==> config.mk <==
export PLATFORM = sky130hd
export DESIGN_NAME = plsc_top
export DESIGN_NICKNAME = d
export VERILOG_FILES = /design/src/include/plsc_pkg.sv /design/src/include/plsc_lane_if.sv /design/src/hdl/plsc_lane.sv /design/src/hdl/plsc_top.sv
export VERILOG_INCLUDE_DIRS = /design/src /design/src/include
export SDC_FILE = /design/constraint.sdc
export NUM_CORES = 1
export LEC_CHECK = 0
export ABC_AREA = 1
export ABC_CLOCK_PERIOD_IN_PS = 2130
export BUFFER_PORTS_ARGS = -buffer_cell sky130_fd_sc_hd__buf_2
export CORE_MARGIN = 2
export CORE_UTILIZATION = 51
export CTS_BUF_LIST = sky130_fd_sc_hd__clkbuf_16
export DETAILED_ROUTE_END_ITERATION = 12
export HOLD_SLACK_MARGIN = 0.15
export PLACE_DENSITY = 0.77
export SYNTH_ARGS = -nofsm -noshare
export SYNTH_HDL_FRONTEND = slang
export SYNTH_SLANG_ARGS = --single-unit
==> constraint.sdc <==
create_clock -name pclk -period 2.13 [get_ports pclk]
set_input_delay 0.426 -clock pclk [delete_from_list [all_inputs] [get_ports pclk]]
set_output_delay 0.426 -clock pclk [all_outputs]
set_load 0.02 [all_outputs]
==> src/include/plsc_defs.svh <==
// Constants for the PIPE lane status and control block
`ifndef PLSC_DEFS_SVH
`define PLSC_DEFS_SVH

`define PLSC_MAX_LANES      8
`define PLSC_ADDR_W         12
`define PLSC_DATA_W         32

`define PLSC_OFF_TRAIN      12'h000
`define PLSC_OFF_RATE       12'h004
`define PLSC_OFF_IRQ_STS    12'h008
`define PLSC_OFF_IRQ_CLR    12'h00c
`define PLSC_OFF_IRQ_EN     12'h010
`define PLSC_OFF_LANE_RX    12'h014
`define PLSC_OFF_LANE_BASE  12'h020
`define PLSC_LANE_IDX_LSB   2
`define PLSC_LANE_IDX_MSB   4

`define PLSC_TS_W           5
`define PLSC_RATE_W         2
`define PLSC_RATE_RSV_BIT   1
`define PLSC_RATE_RST       2'h0
`define PLSC_STATUS_W       3
`define PLSC_MARGIN_W       3
`define PLSC_POWER_W        2
`define PLSC_LC_W           6
`define PLSC_LC_MARGIN_LSB  1
`define PLSC_LC_MARGIN_MSB  3
`define PLSC_LC_RST         6'h00
`define PLSC_MARGIN_RSV0    3'h2
`define PLSC_MARGIN_RSV1    3'h3
`define PLSC_RX_FIELD_W     4

`define PLSC_IRQ_W          17
`define PLSC_IRQ_IDLE_LSB   0
`define PLSC_IRQ_STAT_LSB   8
`define PLSC_IRQ_REFUSE     16

`define PLSC_TS_DETECT_QUIET    5'h00
`define PLSC_TS_DETECT_ACTIVE   5'h01
`define PLSC_TS_POLL_COMPLY     5'h03
`define PLSC_TS_POLL_CONFIG     5'h04
`define PLSC_TS_POLL_SPEED      5'h05
`define PLSC_TS_CFG_WAIT        5'h09
`define PLSC_TS_RCV_LOCK        5'h0c
`define PLSC_TS_RCV_IDLE        5'h0d
`define PLSC_TS_L0              5'h0f
`define PLSC_TS_DISABLE         5'h10
`define PLSC_TS_LPBK_ENTRY      5'h11
`define PLSC_TS_LPBK_EXIT       5'h13
`define PLSC_TS_L2_WAKE         5'h15
`define PLSC_TS_SPEED_RCV       5'h1a

`endif

==> src/include/plsc_pkg.sv <==
// Types for the PIPE lane status and control block
`default_nettype none
`include "plsc_defs.svh"
package plsc_pkg;
    typedef struct packed {
        logic [`PLSC_POWER_W-1:0]  power;
        logic [`PLSC_MARGIN_W-1:0] margin;
        logic                      swing;
    } plsc_lane_ctrl_t;
endpackage
`default_nettype wire

==> src/include/plsc_lane_if.sv <==
// Carrier between the register hub and one lane
`timescale 1ns/1ps
`default_nettype none
`include "plsc_defs.svh"
interface plsc_lane_if;
    plsc_pkg::plsc_lane_ctrl_t   ctrl;
    logic                        idle_q;
    logic [`PLSC_STATUS_W-1:0]   status_q;
    logic                        idle_evt;
    logic                        status_evt;
    modport hub  (output ctrl, input idle_q, input status_q, input idle_evt, input status_evt);
    modport lane (input ctrl, output idle_q, output status_q, output idle_evt, output status_evt);
endinterface
`default_nettype wire

==> src/hdl/plsc_lane.sv <==
// One PIPE lane: receive sampling and transmit control pins
`timescale 1ns/1ps
`default_nettype none
`include "plsc_defs.svh"
module plsc_lane (
    input  wire logic                        pclk,
    input  wire logic                        presetn,
    input  wire logic                        pipe_rise,
    input  wire logic                        rx_idle_pin,
    input  wire logic [`PLSC_STATUS_W-1:0]   rx_status_pin,
    plsc_lane_if.lane                        bus,
    output logic                             tx_swing,
    output logic [`PLSC_MARGIN_W-1:0]        tx_margin,
    output logic [`PLSC_POWER_W-1:0]         power_req
);
    logic                      idle_s1;
    logic                      idle_s2;
    logic [`PLSC_STATUS_W-1:0] stat_s1;
    logic [`PLSC_STATUS_W-1:0] stat_s2;
    logic                      idle_q;
    logic [`PLSC_STATUS_W-1:0] status_q;

    // ****************************************
    // Input synchronisers
    // ****************************************
    always_ff @(posedge pclk or negedge presetn)
    begin
        if (!presetn)
        begin
            idle_s1 <= 1'b0;
            idle_s2 <= 1'b0;
            stat_s1 <= '0;
            stat_s2 <= '0;
        end
        else
        begin
            idle_s1 <= rx_idle_pin;
            idle_s2 <= idle_s1;
            stat_s1 <= rx_status_pin;
            stat_s2 <= stat_s1;
        end
    end

    // ****************************************
    // Sample and drive on link clock rise
    // ****************************************
    always_ff @(posedge pclk or negedge presetn)
    begin
        if (!presetn)
        begin
            idle_q    <= 1'b0;
            status_q  <= '0;
            tx_swing  <= 1'b0;
            tx_margin <= '0;
            power_req <= '0;
        end
        else if (pipe_rise)
        begin
            idle_q    <= idle_s2;
            status_q  <= stat_s2;
            tx_swing  <= bus.ctrl.swing;
            tx_margin <= bus.ctrl.margin;
            power_req <= bus.ctrl.power;
        end
    end

    // Events only ever reach status bits and irq, never the lane pins
    assign bus.idle_q     = idle_q;
    assign bus.status_q   = status_q;
    assign bus.idle_evt   = pipe_rise & (idle_s2 != idle_q);
    assign bus.status_evt = pipe_rise & (stat_s2 != status_q) & (|stat_s2);
endmodule // plsc_lane
`default_nettype wire

==> src/hdl/plsc_top.sv <==
// PIPE lane status and control block with APB registers
//
// Notes on behaviour
// The PHY drives one receive electrical-idle level per lane into the block.
// The PHY drives one 3-bit receive status code per lane into the block.
// The training state output uses 00000, 00001, 00011 and 00100 for detect and polling; the code also uses 00101 (polling speed) and 01001 (config wait).
// Recovery, L0, disable, loopback, L2 wake and speed recovery use their fixed 5-bit codes.
// Lane rate 00 is 2.5 Gbps, 01 is 5.0 Gbps, and codes with the upper bit set are reserved.
// The environment supplies the link interface clock derived from the reference clock.
// Transmit swing 0 asks for full swing and 1 for half swing, per lane.
// Transmit margin 000 is normal, 001 is the wide level, and 010 and 011 are reserved.
// Transmit margin 100 to 111 all ask for the reduced level.
// Every per-lane signal exists once for each lane, each lane independent.
// The receive-side inputs may float without changing what the block drives; the code still lets them set interrupt status bits and so irq.
// A 2-bit per-lane power request selects P0, P0s, P1 or P2.
// All per-lane controls and status move on the rising edge of the link clock.
//
// Design decisions made here: register access over APB and the register addresses.
`timescale 1ns/1ps
`default_nettype none
`include "plsc_defs.svh"
module plsc_top #(
    parameter int LANES = `PLSC_MAX_LANES
) (
    input  wire logic                          pclk,
    input  wire logic                          presetn,
    input  wire logic [`PLSC_ADDR_W-1:0]       paddr,
    input  wire logic                          psel,
    input  wire logic                          penable,
    input  wire logic                          pwrite,
    input  wire logic [`PLSC_DATA_W-1:0]       pwdata,
    output logic [`PLSC_DATA_W-1:0]            prdata,
    output logic                               pready,
    output logic                               pslverr,
    input  wire logic                          pipe_pclk,
    input  wire logic [LANES-1:0]              rx_idle_detect,
    input  wire logic [`PLSC_STATUS_W*LANES-1:0] rx_status_code,
    output logic [`PLSC_TS_W-1:0]              training_state,
    output logic [`PLSC_RATE_W-1:0]            lane_rate_select,
    output logic [LANES-1:0]                   tx_swing_select,
    output logic [`PLSC_MARGIN_W*LANES-1:0]    tx_level_margin,
    output logic [`PLSC_POWER_W*LANES-1:0]     power_state_request,
    output logic                               irq
);
    // ****************************************
    // Elaboration check
    // ****************************************
    generate
        if (LANES < 1 || LANES > `PLSC_MAX_LANES)
        begin : g_bad_lanes
            $error("LANES must lie between 1 and the lane maximum");
        end
    endgenerate

    // ****************************************
    // Declarations
    // ****************************************
    logic                              pipe_s1;
    logic                              pipe_s2;
    logic                              pipe_s3;
    wire                               pipe_rise;
    logic [`PLSC_TS_W-1:0]             train_shadow;
    logic [`PLSC_RATE_W-1:0]           rate_shadow;
    plsc_pkg::plsc_lane_ctrl_t         lane_ctrl [LANES];
    logic [`PLSC_IRQ_W-1:0]            irq_status;
    logic [`PLSC_IRQ_W-1:0]            irq_enable;
    logic [`PLSC_IRQ_W-1:0]            next_irq_status;
    logic [`PLSC_MAX_LANES-1:0]        idle_evt_v;
    logic [`PLSC_MAX_LANES-1:0]        stat_evt_v;
    logic [`PLSC_DATA_W-1:0]           lane_rx_word;
    plsc_lane_if                       lane_bus [LANES] ();

    // ****************************************
    // Link clock edge finder
    // ****************************************
    always_ff @(posedge pclk or negedge presetn)
    begin
        if (!presetn)
        begin
            pipe_s1 <= 1'b0;
            pipe_s2 <= 1'b0;
            pipe_s3 <= 1'b0;
        end
        else
        begin
            pipe_s1 <= pipe_pclk;
            pipe_s2 <= pipe_s1;
            pipe_s3 <= pipe_s2;
        end
    end

    assign pipe_rise = pipe_s2 & ~pipe_s3;

    // ****************************************
    // APB decode
    // ****************************************
    function automatic logic ts_legal(input logic [`PLSC_TS_W-1:0] code);
        case (code)
            `PLSC_TS_DETECT_QUIET, `PLSC_TS_DETECT_ACTIVE,
            `PLSC_TS_POLL_COMPLY, `PLSC_TS_POLL_CONFIG,
            `PLSC_TS_POLL_SPEED, `PLSC_TS_CFG_WAIT:        ts_legal = 1'b1;
            `PLSC_TS_RCV_LOCK, `PLSC_TS_RCV_IDLE, `PLSC_TS_L0,
            `PLSC_TS_DISABLE, `PLSC_TS_LPBK_ENTRY, `PLSC_TS_LPBK_EXIT,
            `PLSC_TS_L2_WAKE, `PLSC_TS_SPEED_RCV:          ts_legal = 1'b1;
            default:                                       ts_legal = 1'b0;
        endcase
    endfunction

    wire                      acc_phase  = psel & penable;
    wire                      setup_rd   = psel & ~penable & ~pwrite;
    wire                      acc_wr     = acc_phase & pwrite;
    wire                      hit_train  = paddr == `PLSC_OFF_TRAIN;
    wire                      hit_rate   = paddr == `PLSC_OFF_RATE;
    wire                      hit_sts    = paddr == `PLSC_OFF_IRQ_STS;
    wire                      hit_clr    = paddr == `PLSC_OFF_IRQ_CLR;
    wire                      hit_en     = paddr == `PLSC_OFF_IRQ_EN;
    wire                      hit_rx     = paddr == `PLSC_OFF_LANE_RX;
    wire [`PLSC_ADDR_W-1:0]   lane_off   = paddr - `PLSC_OFF_LANE_BASE;
    wire [`PLSC_ADDR_W-1:0]   lane_top   = `PLSC_ADDR_W'(LANES << `PLSC_LANE_IDX_LSB);
    wire                      hit_lane   = (paddr >= `PLSC_OFF_LANE_BASE) && (lane_off < lane_top)
                                           && (paddr[`PLSC_LANE_IDX_LSB-1:0] == '0);
    wire [`PLSC_LANE_IDX_MSB-`PLSC_LANE_IDX_LSB:0] lane_idx =
                                           lane_off[`PLSC_LANE_IDX_MSB:`PLSC_LANE_IDX_LSB];
    wire                      mapped     = hit_train | hit_rate | hit_sts | hit_clr
                                           | hit_en | hit_rx | hit_lane;
    wire [`PLSC_MARGIN_W-1:0] wr_margin  = pwdata[`PLSC_LC_MARGIN_MSB:`PLSC_LC_MARGIN_LSB];
    wire                      bad_train  = hit_train & ~ts_legal(pwdata[`PLSC_TS_W-1:0]);
    wire                      bad_rate   = hit_rate & pwdata[`PLSC_RATE_RSV_BIT];
    wire                      bad_margin = hit_lane & (wr_margin == `PLSC_MARGIN_RSV0
                                           || wr_margin == `PLSC_MARGIN_RSV1);
    wire                      ro_write   = hit_sts | hit_rx;
    wire                      refuse     = bad_train | bad_rate | bad_margin | ro_write;
    wire                      wr_ok      = acc_wr & mapped & ~refuse;
    wire                      refuse_evt = acc_wr & mapped & refuse;

    assign pready  = 1'b1;
    assign pslverr = acc_phase & (~mapped | (pwrite & refuse));

    // ****************************************
    // Read data
    // ****************************************
    wire [`PLSC_DATA_W-1:0] rd_lane  = hit_lane
                                       ? `PLSC_DATA_W'(lane_ctrl[lane_idx]) : '0;
    wire [`PLSC_DATA_W-1:0] rd_value =
          hit_train ? `PLSC_DATA_W'(train_shadow)
        : hit_rate  ? `PLSC_DATA_W'(rate_shadow)
        : hit_sts   ? `PLSC_DATA_W'(irq_status)
        : hit_en    ? `PLSC_DATA_W'(irq_enable)
        : hit_rx    ? lane_rx_word
        : rd_lane;

    always_ff @(posedge pclk or negedge presetn)
    begin
        if (!presetn)
            prdata <= '0;
        else if (setup_rd)
            prdata <= rd_value;
    end

    // ****************************************
    // Control registers
    // ****************************************
    always_ff @(posedge pclk or negedge presetn)
    begin
        if (!presetn)
        begin
            train_shadow <= `PLSC_TS_DETECT_QUIET;
            rate_shadow  <= `PLSC_RATE_RST;
            irq_enable   <= '0;
        end
        else if (wr_ok)
        begin
            if (hit_train)
                train_shadow <= pwdata[`PLSC_TS_W-1:0];
            if (hit_rate)
                rate_shadow <= pwdata[`PLSC_RATE_W-1:0];
            if (hit_en)
                irq_enable <= pwdata[`PLSC_IRQ_W-1:0];
        end
    end

    always_ff @(posedge pclk or negedge presetn)
    begin
        if (!presetn)
        begin
            training_state   <= `PLSC_TS_DETECT_QUIET;
            lane_rate_select <= `PLSC_RATE_RST;
        end
        else if (pipe_rise)
        begin
            training_state   <= train_shadow;
            lane_rate_select <= rate_shadow;
        end
    end

    // ****************************************
    // Lanes
    // ****************************************
    genvar i;
    generate
        for (i = 0; i < `PLSC_MAX_LANES; i++)
        begin : g_lane
            if (i < LANES)
            begin : g_on
                always_ff @(posedge pclk or negedge presetn)
                begin
                    if (!presetn)
                        lane_ctrl[i] <= `PLSC_LC_RST;
                    else if (wr_ok && hit_lane && lane_idx == i)
                        lane_ctrl[i] <= plsc_pkg::plsc_lane_ctrl_t'(pwdata[`PLSC_LC_W-1:0]);
                end

                assign lane_bus[i].ctrl = lane_ctrl[i];
                assign idle_evt_v[i]    = lane_bus[i].idle_evt;
                assign stat_evt_v[i]    = lane_bus[i].status_evt;
                assign lane_rx_word[i*`PLSC_RX_FIELD_W +: `PLSC_RX_FIELD_W] =
                    {lane_bus[i].status_q, lane_bus[i].idle_q};

                plsc_lane u_lane (
                    .pclk          (pclk),
                    .presetn       (presetn),
                    .pipe_rise     (pipe_rise),
                    .rx_idle_pin   (rx_idle_detect[i]),
                    .rx_status_pin (rx_status_code[i*`PLSC_STATUS_W +: `PLSC_STATUS_W]),
                    .bus           (lane_bus[i]),
                    .tx_swing      (tx_swing_select[i]),
                    .tx_margin     (tx_level_margin[i*`PLSC_MARGIN_W +: `PLSC_MARGIN_W]),
                    .power_req     (power_state_request[i*`PLSC_POWER_W +: `PLSC_POWER_W])
                );
            end
            else
            begin : g_off
                assign idle_evt_v[i] = 1'b0;
                assign stat_evt_v[i] = 1'b0;
                assign lane_rx_word[i*`PLSC_RX_FIELD_W +: `PLSC_RX_FIELD_W] = '0;
            end
        end
    endgenerate

    // ****************************************
    // Interrupts
    // ****************************************
    wire [`PLSC_IRQ_W-1:0] irq_set = {refuse_evt, stat_evt_v, idle_evt_v};
    wire [`PLSC_IRQ_W-1:0] irq_clr = (acc_wr && hit_clr) ? pwdata[`PLSC_IRQ_W-1:0] : '0;

    // Set wins over a clear in the same cycle
    assign next_irq_status = (irq_status & ~irq_clr) | irq_set;

    always_ff @(posedge pclk or negedge presetn)
    begin
        if (!presetn)
            irq_status <= '0;
        else
            irq_status <= next_irq_status;
    end

    assign irq = |(irq_status & irq_enable);
endmodule // plsc_top
`default_nettype wire

# Word level (Yosys, flattened, before mapping)
# Memories as Yosys holds them, arrays and structs flattened.
# Cells that the tools add are included.
[totals]
ff_bits = 275
memories = 1
output_inout_bits = 90
latchBits = 0
ramBits = 0
word_cells = 238
input_bits = 82
rom_bits = 32
[mem_list]
columns = ["name", "words", "width", "read_ports", "rd_ports_with_merged_regs", "wr", "line_no", "source"]
rows = [
  ["(no name shown)", 32, 1, 1, 0, 0, "plsc_top.sv:98", "case (code)"],
]
[classes]
div = 0
n_bitwise = 59
add_sub_neg = 1
shifts = 0
multipliers = 0
n_reduce_logical = 28
mux = 10
order_cmp = 3
n_eq_ne = 30
[op_table]
columns = ["op", "n"]
rows = [
  ["$mux W32", 5],
  ["$and A1 B1 Y1", 37],
  ["$and A17 B17 Y17", 2],
  ["$eq A12 B4 Y1 const B", 2],
  ["$eq A12 B5 Y1 const B", 2],
  ["$ne A3 B3 Y1", 8],
  ["$reduce_or A3 Y1", 8],
  ["$bmux W6 S3", 1],
  ["$mux W6", 3],
  ["$mux W17", 1],
  ["$not A17 Y17", 1],
  ["$or A17 B17 Y17", 1],
  ["$reduce_or A17 Y1", 1],
  ["$eq A12 B3 Y1 const B", 1],
  ["$eq A3 B2 Y1 const B", 4],
  ["$eq A3 B3 Y1 const B", 4],
  ["$ge A12 B6 Y1 const B", 1],
  ["$logic_and A1 B1 Y1", 12],
  ["$logic_not A12 Y1", 1],
  ["$lt A12 B6 Y1 const B", 1],
  ["$sub A12 B6 Y12 const B", 1],
  ["$or A1 B1 Y1", 11],
  ["$ne A1 B1 Y1", 8],
  ["$not A1 Y1", 6],
  ["other kinds (7)", 9],
]

# Longest topological paths before layout
[logic_depth]
depth_word = 11
ltp_mapped = 16
depth_no_buf = 16

# Cells and area by module
# From an unflattened synthesis, not the netlist that was laid out.
[hier_totals]
cells_unflattened = 1341
hier_area_um2 = 11576.1
[modules_own_cells]
columns = ["module", "seq_area_each_um2", "cells_per_inst", "instances", "area_per_inst_um2"]
rows = [
  ["plsc_top", 3278.1, 813, 1, 6351.1],
  ["plsc_lane", 450.4, 66, 8, 653.1],
]

# Worst setup path after synthesis
# No wires, ideal clock.
[synth_timing]
path_kind = "in2out"
from = "input paddr[4]"
to = "output pslverr"
t_required_ps = 1704
arrival_ps = 1743
path_stages = 8
slack_ps = -39
path_buffers = 2
path_cell_list = "buf_2 -> inv_2 -> buf_2 -> nand3_1 -> nor2_8 -> nor2_4 -> nand3_4 -> o21ai_0"
[synth_between]
elab_chain_cells = 10
elab_cells_between_ends = 28
[synth_lines]
columns = ["element", "line_no", "source"]
rows = [
  ["from (decl)", "plsc_top.sv:27", "input wire logic [`PLSC_ADDR_W-1:0] paddr,"],
  ["$sub A12 B6 Y12 (no source line) (tied with other cells)", "n/a", ""],
  ["$lt A12 B6 Y1 or $or A1 B1 Y1 (tied branches)", "plsc_top.sv:120, plsc_top.sv:124", ""],
  ["$logic_and A1 B1 Y1 or $or A1 B1 Y1 (tied branches) (2 in a row)", "plsc_top.sv:120, plsc_top.sv:124", ""],
  ["$and A1 B1 Y1 or $or A1 B1 Y1 (tied branches)", "plsc_top.sv:129, plsc_top.sv:125", ""],
  ["$or A1 B1 Y1, on equally long branches (2 in a row)", "plsc_top.sv:132, plsc_top.sv:125", ""],
  ["$and A1 B1 Y1 or $not A1 Y1 (tied branches)", "plsc_top.sv:137", "assign pslverr = acc_phase & (~mapped | (pwrite & refuse));"],
  ["$or A1 B1 Y1 *", "plsc_top.sv:137", ""],
  ["$and A1 B1 Y1 *", "plsc_top.sv:137", ""],
  ["to (decl)", "plsc_top.sv:34", "output logic pslverr,"],
]
# Every way passes the cells marked *; elsewhere a longest branch is shown, timed or not.

# Final worst setup path
[layout_timing]
from = "register irq_status[9]"
to = "output irq"
[layout_between]
elab_chain_cells = 2
[layout_lines]
columns = ["element", "line_no", "source"]
rows = [
  ["from (decl)", "plsc_top.sv:65", "logic [`PLSC_IRQ_W-1:0] irq_status;"],
  ["from (signal assigned)", "plsc_top.sv:254", "irq_status <= next_irq_status;"],
  ["$and A17 B17 Y17", "plsc_top.sv:257", "assign irq = |(irq_status & irq_enable);"],
  ["$reduce_or A17 Y1", "plsc_top.sv:257", ""],
  ["to (decl)", "plsc_top.sv:43", "output logic irq"],
]
# Every way passes these cells.

==> reports/results.tsv <==
metric	value	unit
cell row count	55	
Setup CP Type	reg -> out	
# DRC	0	
largest net degree at the start of global routing	67	
top post-synthesis cells by area	dfrtp_1 (58%), nand2_1 (14%), o21ai_0 (4.4%)	
DP HPWL	20900	um
status	finished with violations	
overall global routing resource usage	25.7	%
Ports	172	
violations in the final reports	negative setup slack	
reg2reg path depth	5	
Clock Tree Buf Depth	3	
crit share post-route	108	%
Hold Crit Class	in -> reg	
wire per inst	17.1	um
First-pass DRT Iterations	5	
r2r endpoint	g_lane[0].g_on.u_lane.tx_margin[2]	
clk sinks	275	
layout cells sized above 1	22.2	%
DRT iter0 DRCs	810	
number of global-route vias before repair	9757	
Final setup viols	2	
Die Y	156	um
Mean Syn Cell Area	9.32	um^2
RSZ-0062 raised after global routing	yes	
reg2reg setup slack	0.55	ns
hold worst-path end	irq_enable[9]	
final hold vios	0	
P&R area growth vs syn	25.4	%
Setup WS post-layout	-0.174	ns
final worst path period need	2.30	ns
area share of the largest cell type after synthesis	58.0	%
post-synth cell types	42	
initial antenna violation count	0	
register area share after synthesis	58.0	%
worst-margin pin slew	0.552	ns
Final Net Count	1600	
first-pass GRT wire length	49900	um
Crit. End Element	output port	
max-cap viol count	0	
synth warn	0	
predominant post-synthesis flop cell	dfrtp_1	
Crit path largest cell delay	0.38	ns
fin util	65.5	%
Cells on Worst Hold Path	3	
routed vias/inst	5.46	
core area	22700	um^2
fin. max-slew vios	0	
Worst Min Path Start	pwdata[9]	
effective utilization at floorplan	52.2	%
area leader, netlist	dfrtp_1	
async set-reset flop share out of synthesis	100	%
Worst-path clk slew	0.06	ns
routability cong.	0.892	
IR drop worst, VDD	0.918	mV
cell area after synthesis	11900	um^2
CP required	1.70	ns
hold_ws	0.186	ns
drt total wl	31200	um
P per Cell Area	763	nW/um^2
grt total ovfl	0	
Max-slew headroom	62.7	%
H-tree lvl count	1	
CTS tree	done	
IO buf count	155	
Final Skew	0.00949	ns
Die Wd	156	um
Pwr Total	11400	uW
Fmax	434	MHz
type of origin of the critical path	register	
CP arrival	1.88	ns
crit path max fanout	2	
antenna viol nets, final	0	
leakage	0.00765	uW
Via Count	9967	
clk_lat worst skew	0.55	ns
Reg-to-Reg Start	pipe_s3	
synthesized instance count	1272	
Seq cells post-synth	275	
worst-path cell chain	a22o_1, nor4_4, nand4_1, buf_6	
Post-synth EDFFs	0	
Root Buffer	clkbuf_16	
Die ar.	24500	um^2
CTS Buf Count	29	
slowest stage cell, crit path	dfrtp_1	
post-synth net total	1355	
## layout make-up
| cell class | count | area, um^2 |
|---|---|---|
| repair buffers | 284 | 2040 |
| multi-input cells | 834 | 4310 |
| well taps | 285 | 357 |
| inverters | 93 | 355 |
| clock buffers | 29 | 726 |
| diodes | 1 | 2.50 |
| clock inverters | 23 | 200 |
| flip-flops and latches | 275 | 6880 |
| fillers | 1754 | 7840 |
## report_power, final
group	internal (uW)	total, uW	switching [uW]
clock network	2840	4890	2050
registers	5390	5530	140
logic	372	936	564
## worst max-delay path: cells and delay by family, from the launching register on
family,cells,cell delay (ns)
flip-flops,1,0.38
AND/OR/NAND/NOR,2,0.49
AO/OA/AOI/OAI,1,0.28
buffers and inverters,1,0.17
## synth_stat cells, types with 2 or more instances
library cell,n
inv_1,83
buf_4,11
nand3_2,2
nor2_2,4
a221oi_1,13
nand4_4,7
nor2_4,6
inv_2,8
clkbuf_1,31
nand2_4,5
nand4_1,56
a32o_1,12
buf_2,19
o21ai_1,23
a22o_1,5
o22ai_1,14
a21oi_1,12
buf_6,7
nand3_4,2
nor2_1,32
xnor2_1,32
or2_2,2
o311ai_0,8
dfrtp_1,275
nand2_1,453
nor2_8,2
nand2_2,5
buf_1,2
nand3_1,24
o2111ai_1,2
o21ai_0,104
## cell families (layout without fill, tap and decap cells)
kind of cell             after synthesis  in the layout  synth area share [%]
AND/OR/NAND/NOR                      605            605                  23.5
flip-flops                           275            275                  58.0
AO/OA/AOI/OAI                        195            195                  9.81
buffers and inverters                163            429                  6.19
XOR/XNOR                              32             32                  2.36
adder cells (fa/ha/maj)                1              1                 0.106
other                                  1              2                0.0316
## routing by layer
metal / track usage (%) / part of all wire [%] / wire [um]
met1: 35.4 / 42 / 13100
met5: 0 / 0 / 0
met4: 9.70 / 3.3 / 1030
met2: 41.2 / 47 / 14600
met3: 4.60 / 8.2 / 2550
## worst max-delay path by stage
stage	to	cells past startpoint	startpoint
finish	irq	4	irq_status[9]
global route	irq	4	irq_status[9]
CTS	irq	4	irq_enable[9]
detailed placement	lane_bus[2].ctrl[4]	13	paddr[5]
global placement	prdata[4]	14	paddr[6]
floorplan	pslverr	10	paddr[3]
## sequential cells by signal (all words and copies together), names as in the netlist, 5 cells and up
signal / flops
g_lane.g_on.u_lane.stat_s1: 24
training_state: 5
g_lane.g_on.u_lane.tx_margin: 24
train_shadow: 5
irq_status: 17
g_lane.g_on.u_lane.idle_s1: 8
prdata: 32
g_lane.g_on.u_lane.power_req: 16
g_lane.g_on.u_lane.tx_swing: 8
lane_bus.ctrl: 48
g_lane.g_on.u_lane.stat_s2: 24
irq_enable: 17
g_lane.g_on.u_lane.bus.status_q: 24
g_lane.g_on.u_lane.idle_s2: 8
g_lane.g_on.u_lane.bus.idle_q: 8
## repair_timing
action / CTS / global route
resized for setup: 13 / 6
hold buffers: 44 / 0
setup endpoints to repair: 2 / 2
setup buffers: 3 / 2
hold endpoints to repair: 95 / 0
pin swaps: 7 / 3
## cells in the final DEF, fill, tap and decap left out, types with 8 or more instances in the layout
cell type	n
o21ai_0	102
a32o_1	12
buf_2	152
inv_2	9
xnor2_1	32
o21ai_1	24
nand2_1	452
dfrtp_1	275
clkbuf_16	29
o22ai_1	14
dlygate4sd3_1	44
a221oi_1	12
nor2_4	8
nor2_1	27
inv_1	85
buf_12	13
nand4_1	56
nand3_1	23
buf_4	72
a21oi_1	11
clkinv_1	8
o311ai_0	8
## stage by stage
| step | worst slack (ns) | setup TNS, ns | instances | instance area [um^2] |
|---|---|---|---|---|
| 2_1_floorplan | 0.0775 | 0 | 1272 | 11900 |
| 3_3_place_gp | -0.153 | -7.02 | 1722 | 13400 |
| 3_5_place_dp | -0.218 | -12.10 | 1722 | 13400 |
| 4_1_cts | -0.205 | -0.205 | 1821 | 14800 |
| 5_1_grt | -0.189 | -0.298 | 1823 | 14900 |
| 6_report | -0.174 | -0.198 | 1824 | 14900 |
Power figures use the tool's default switching activity.
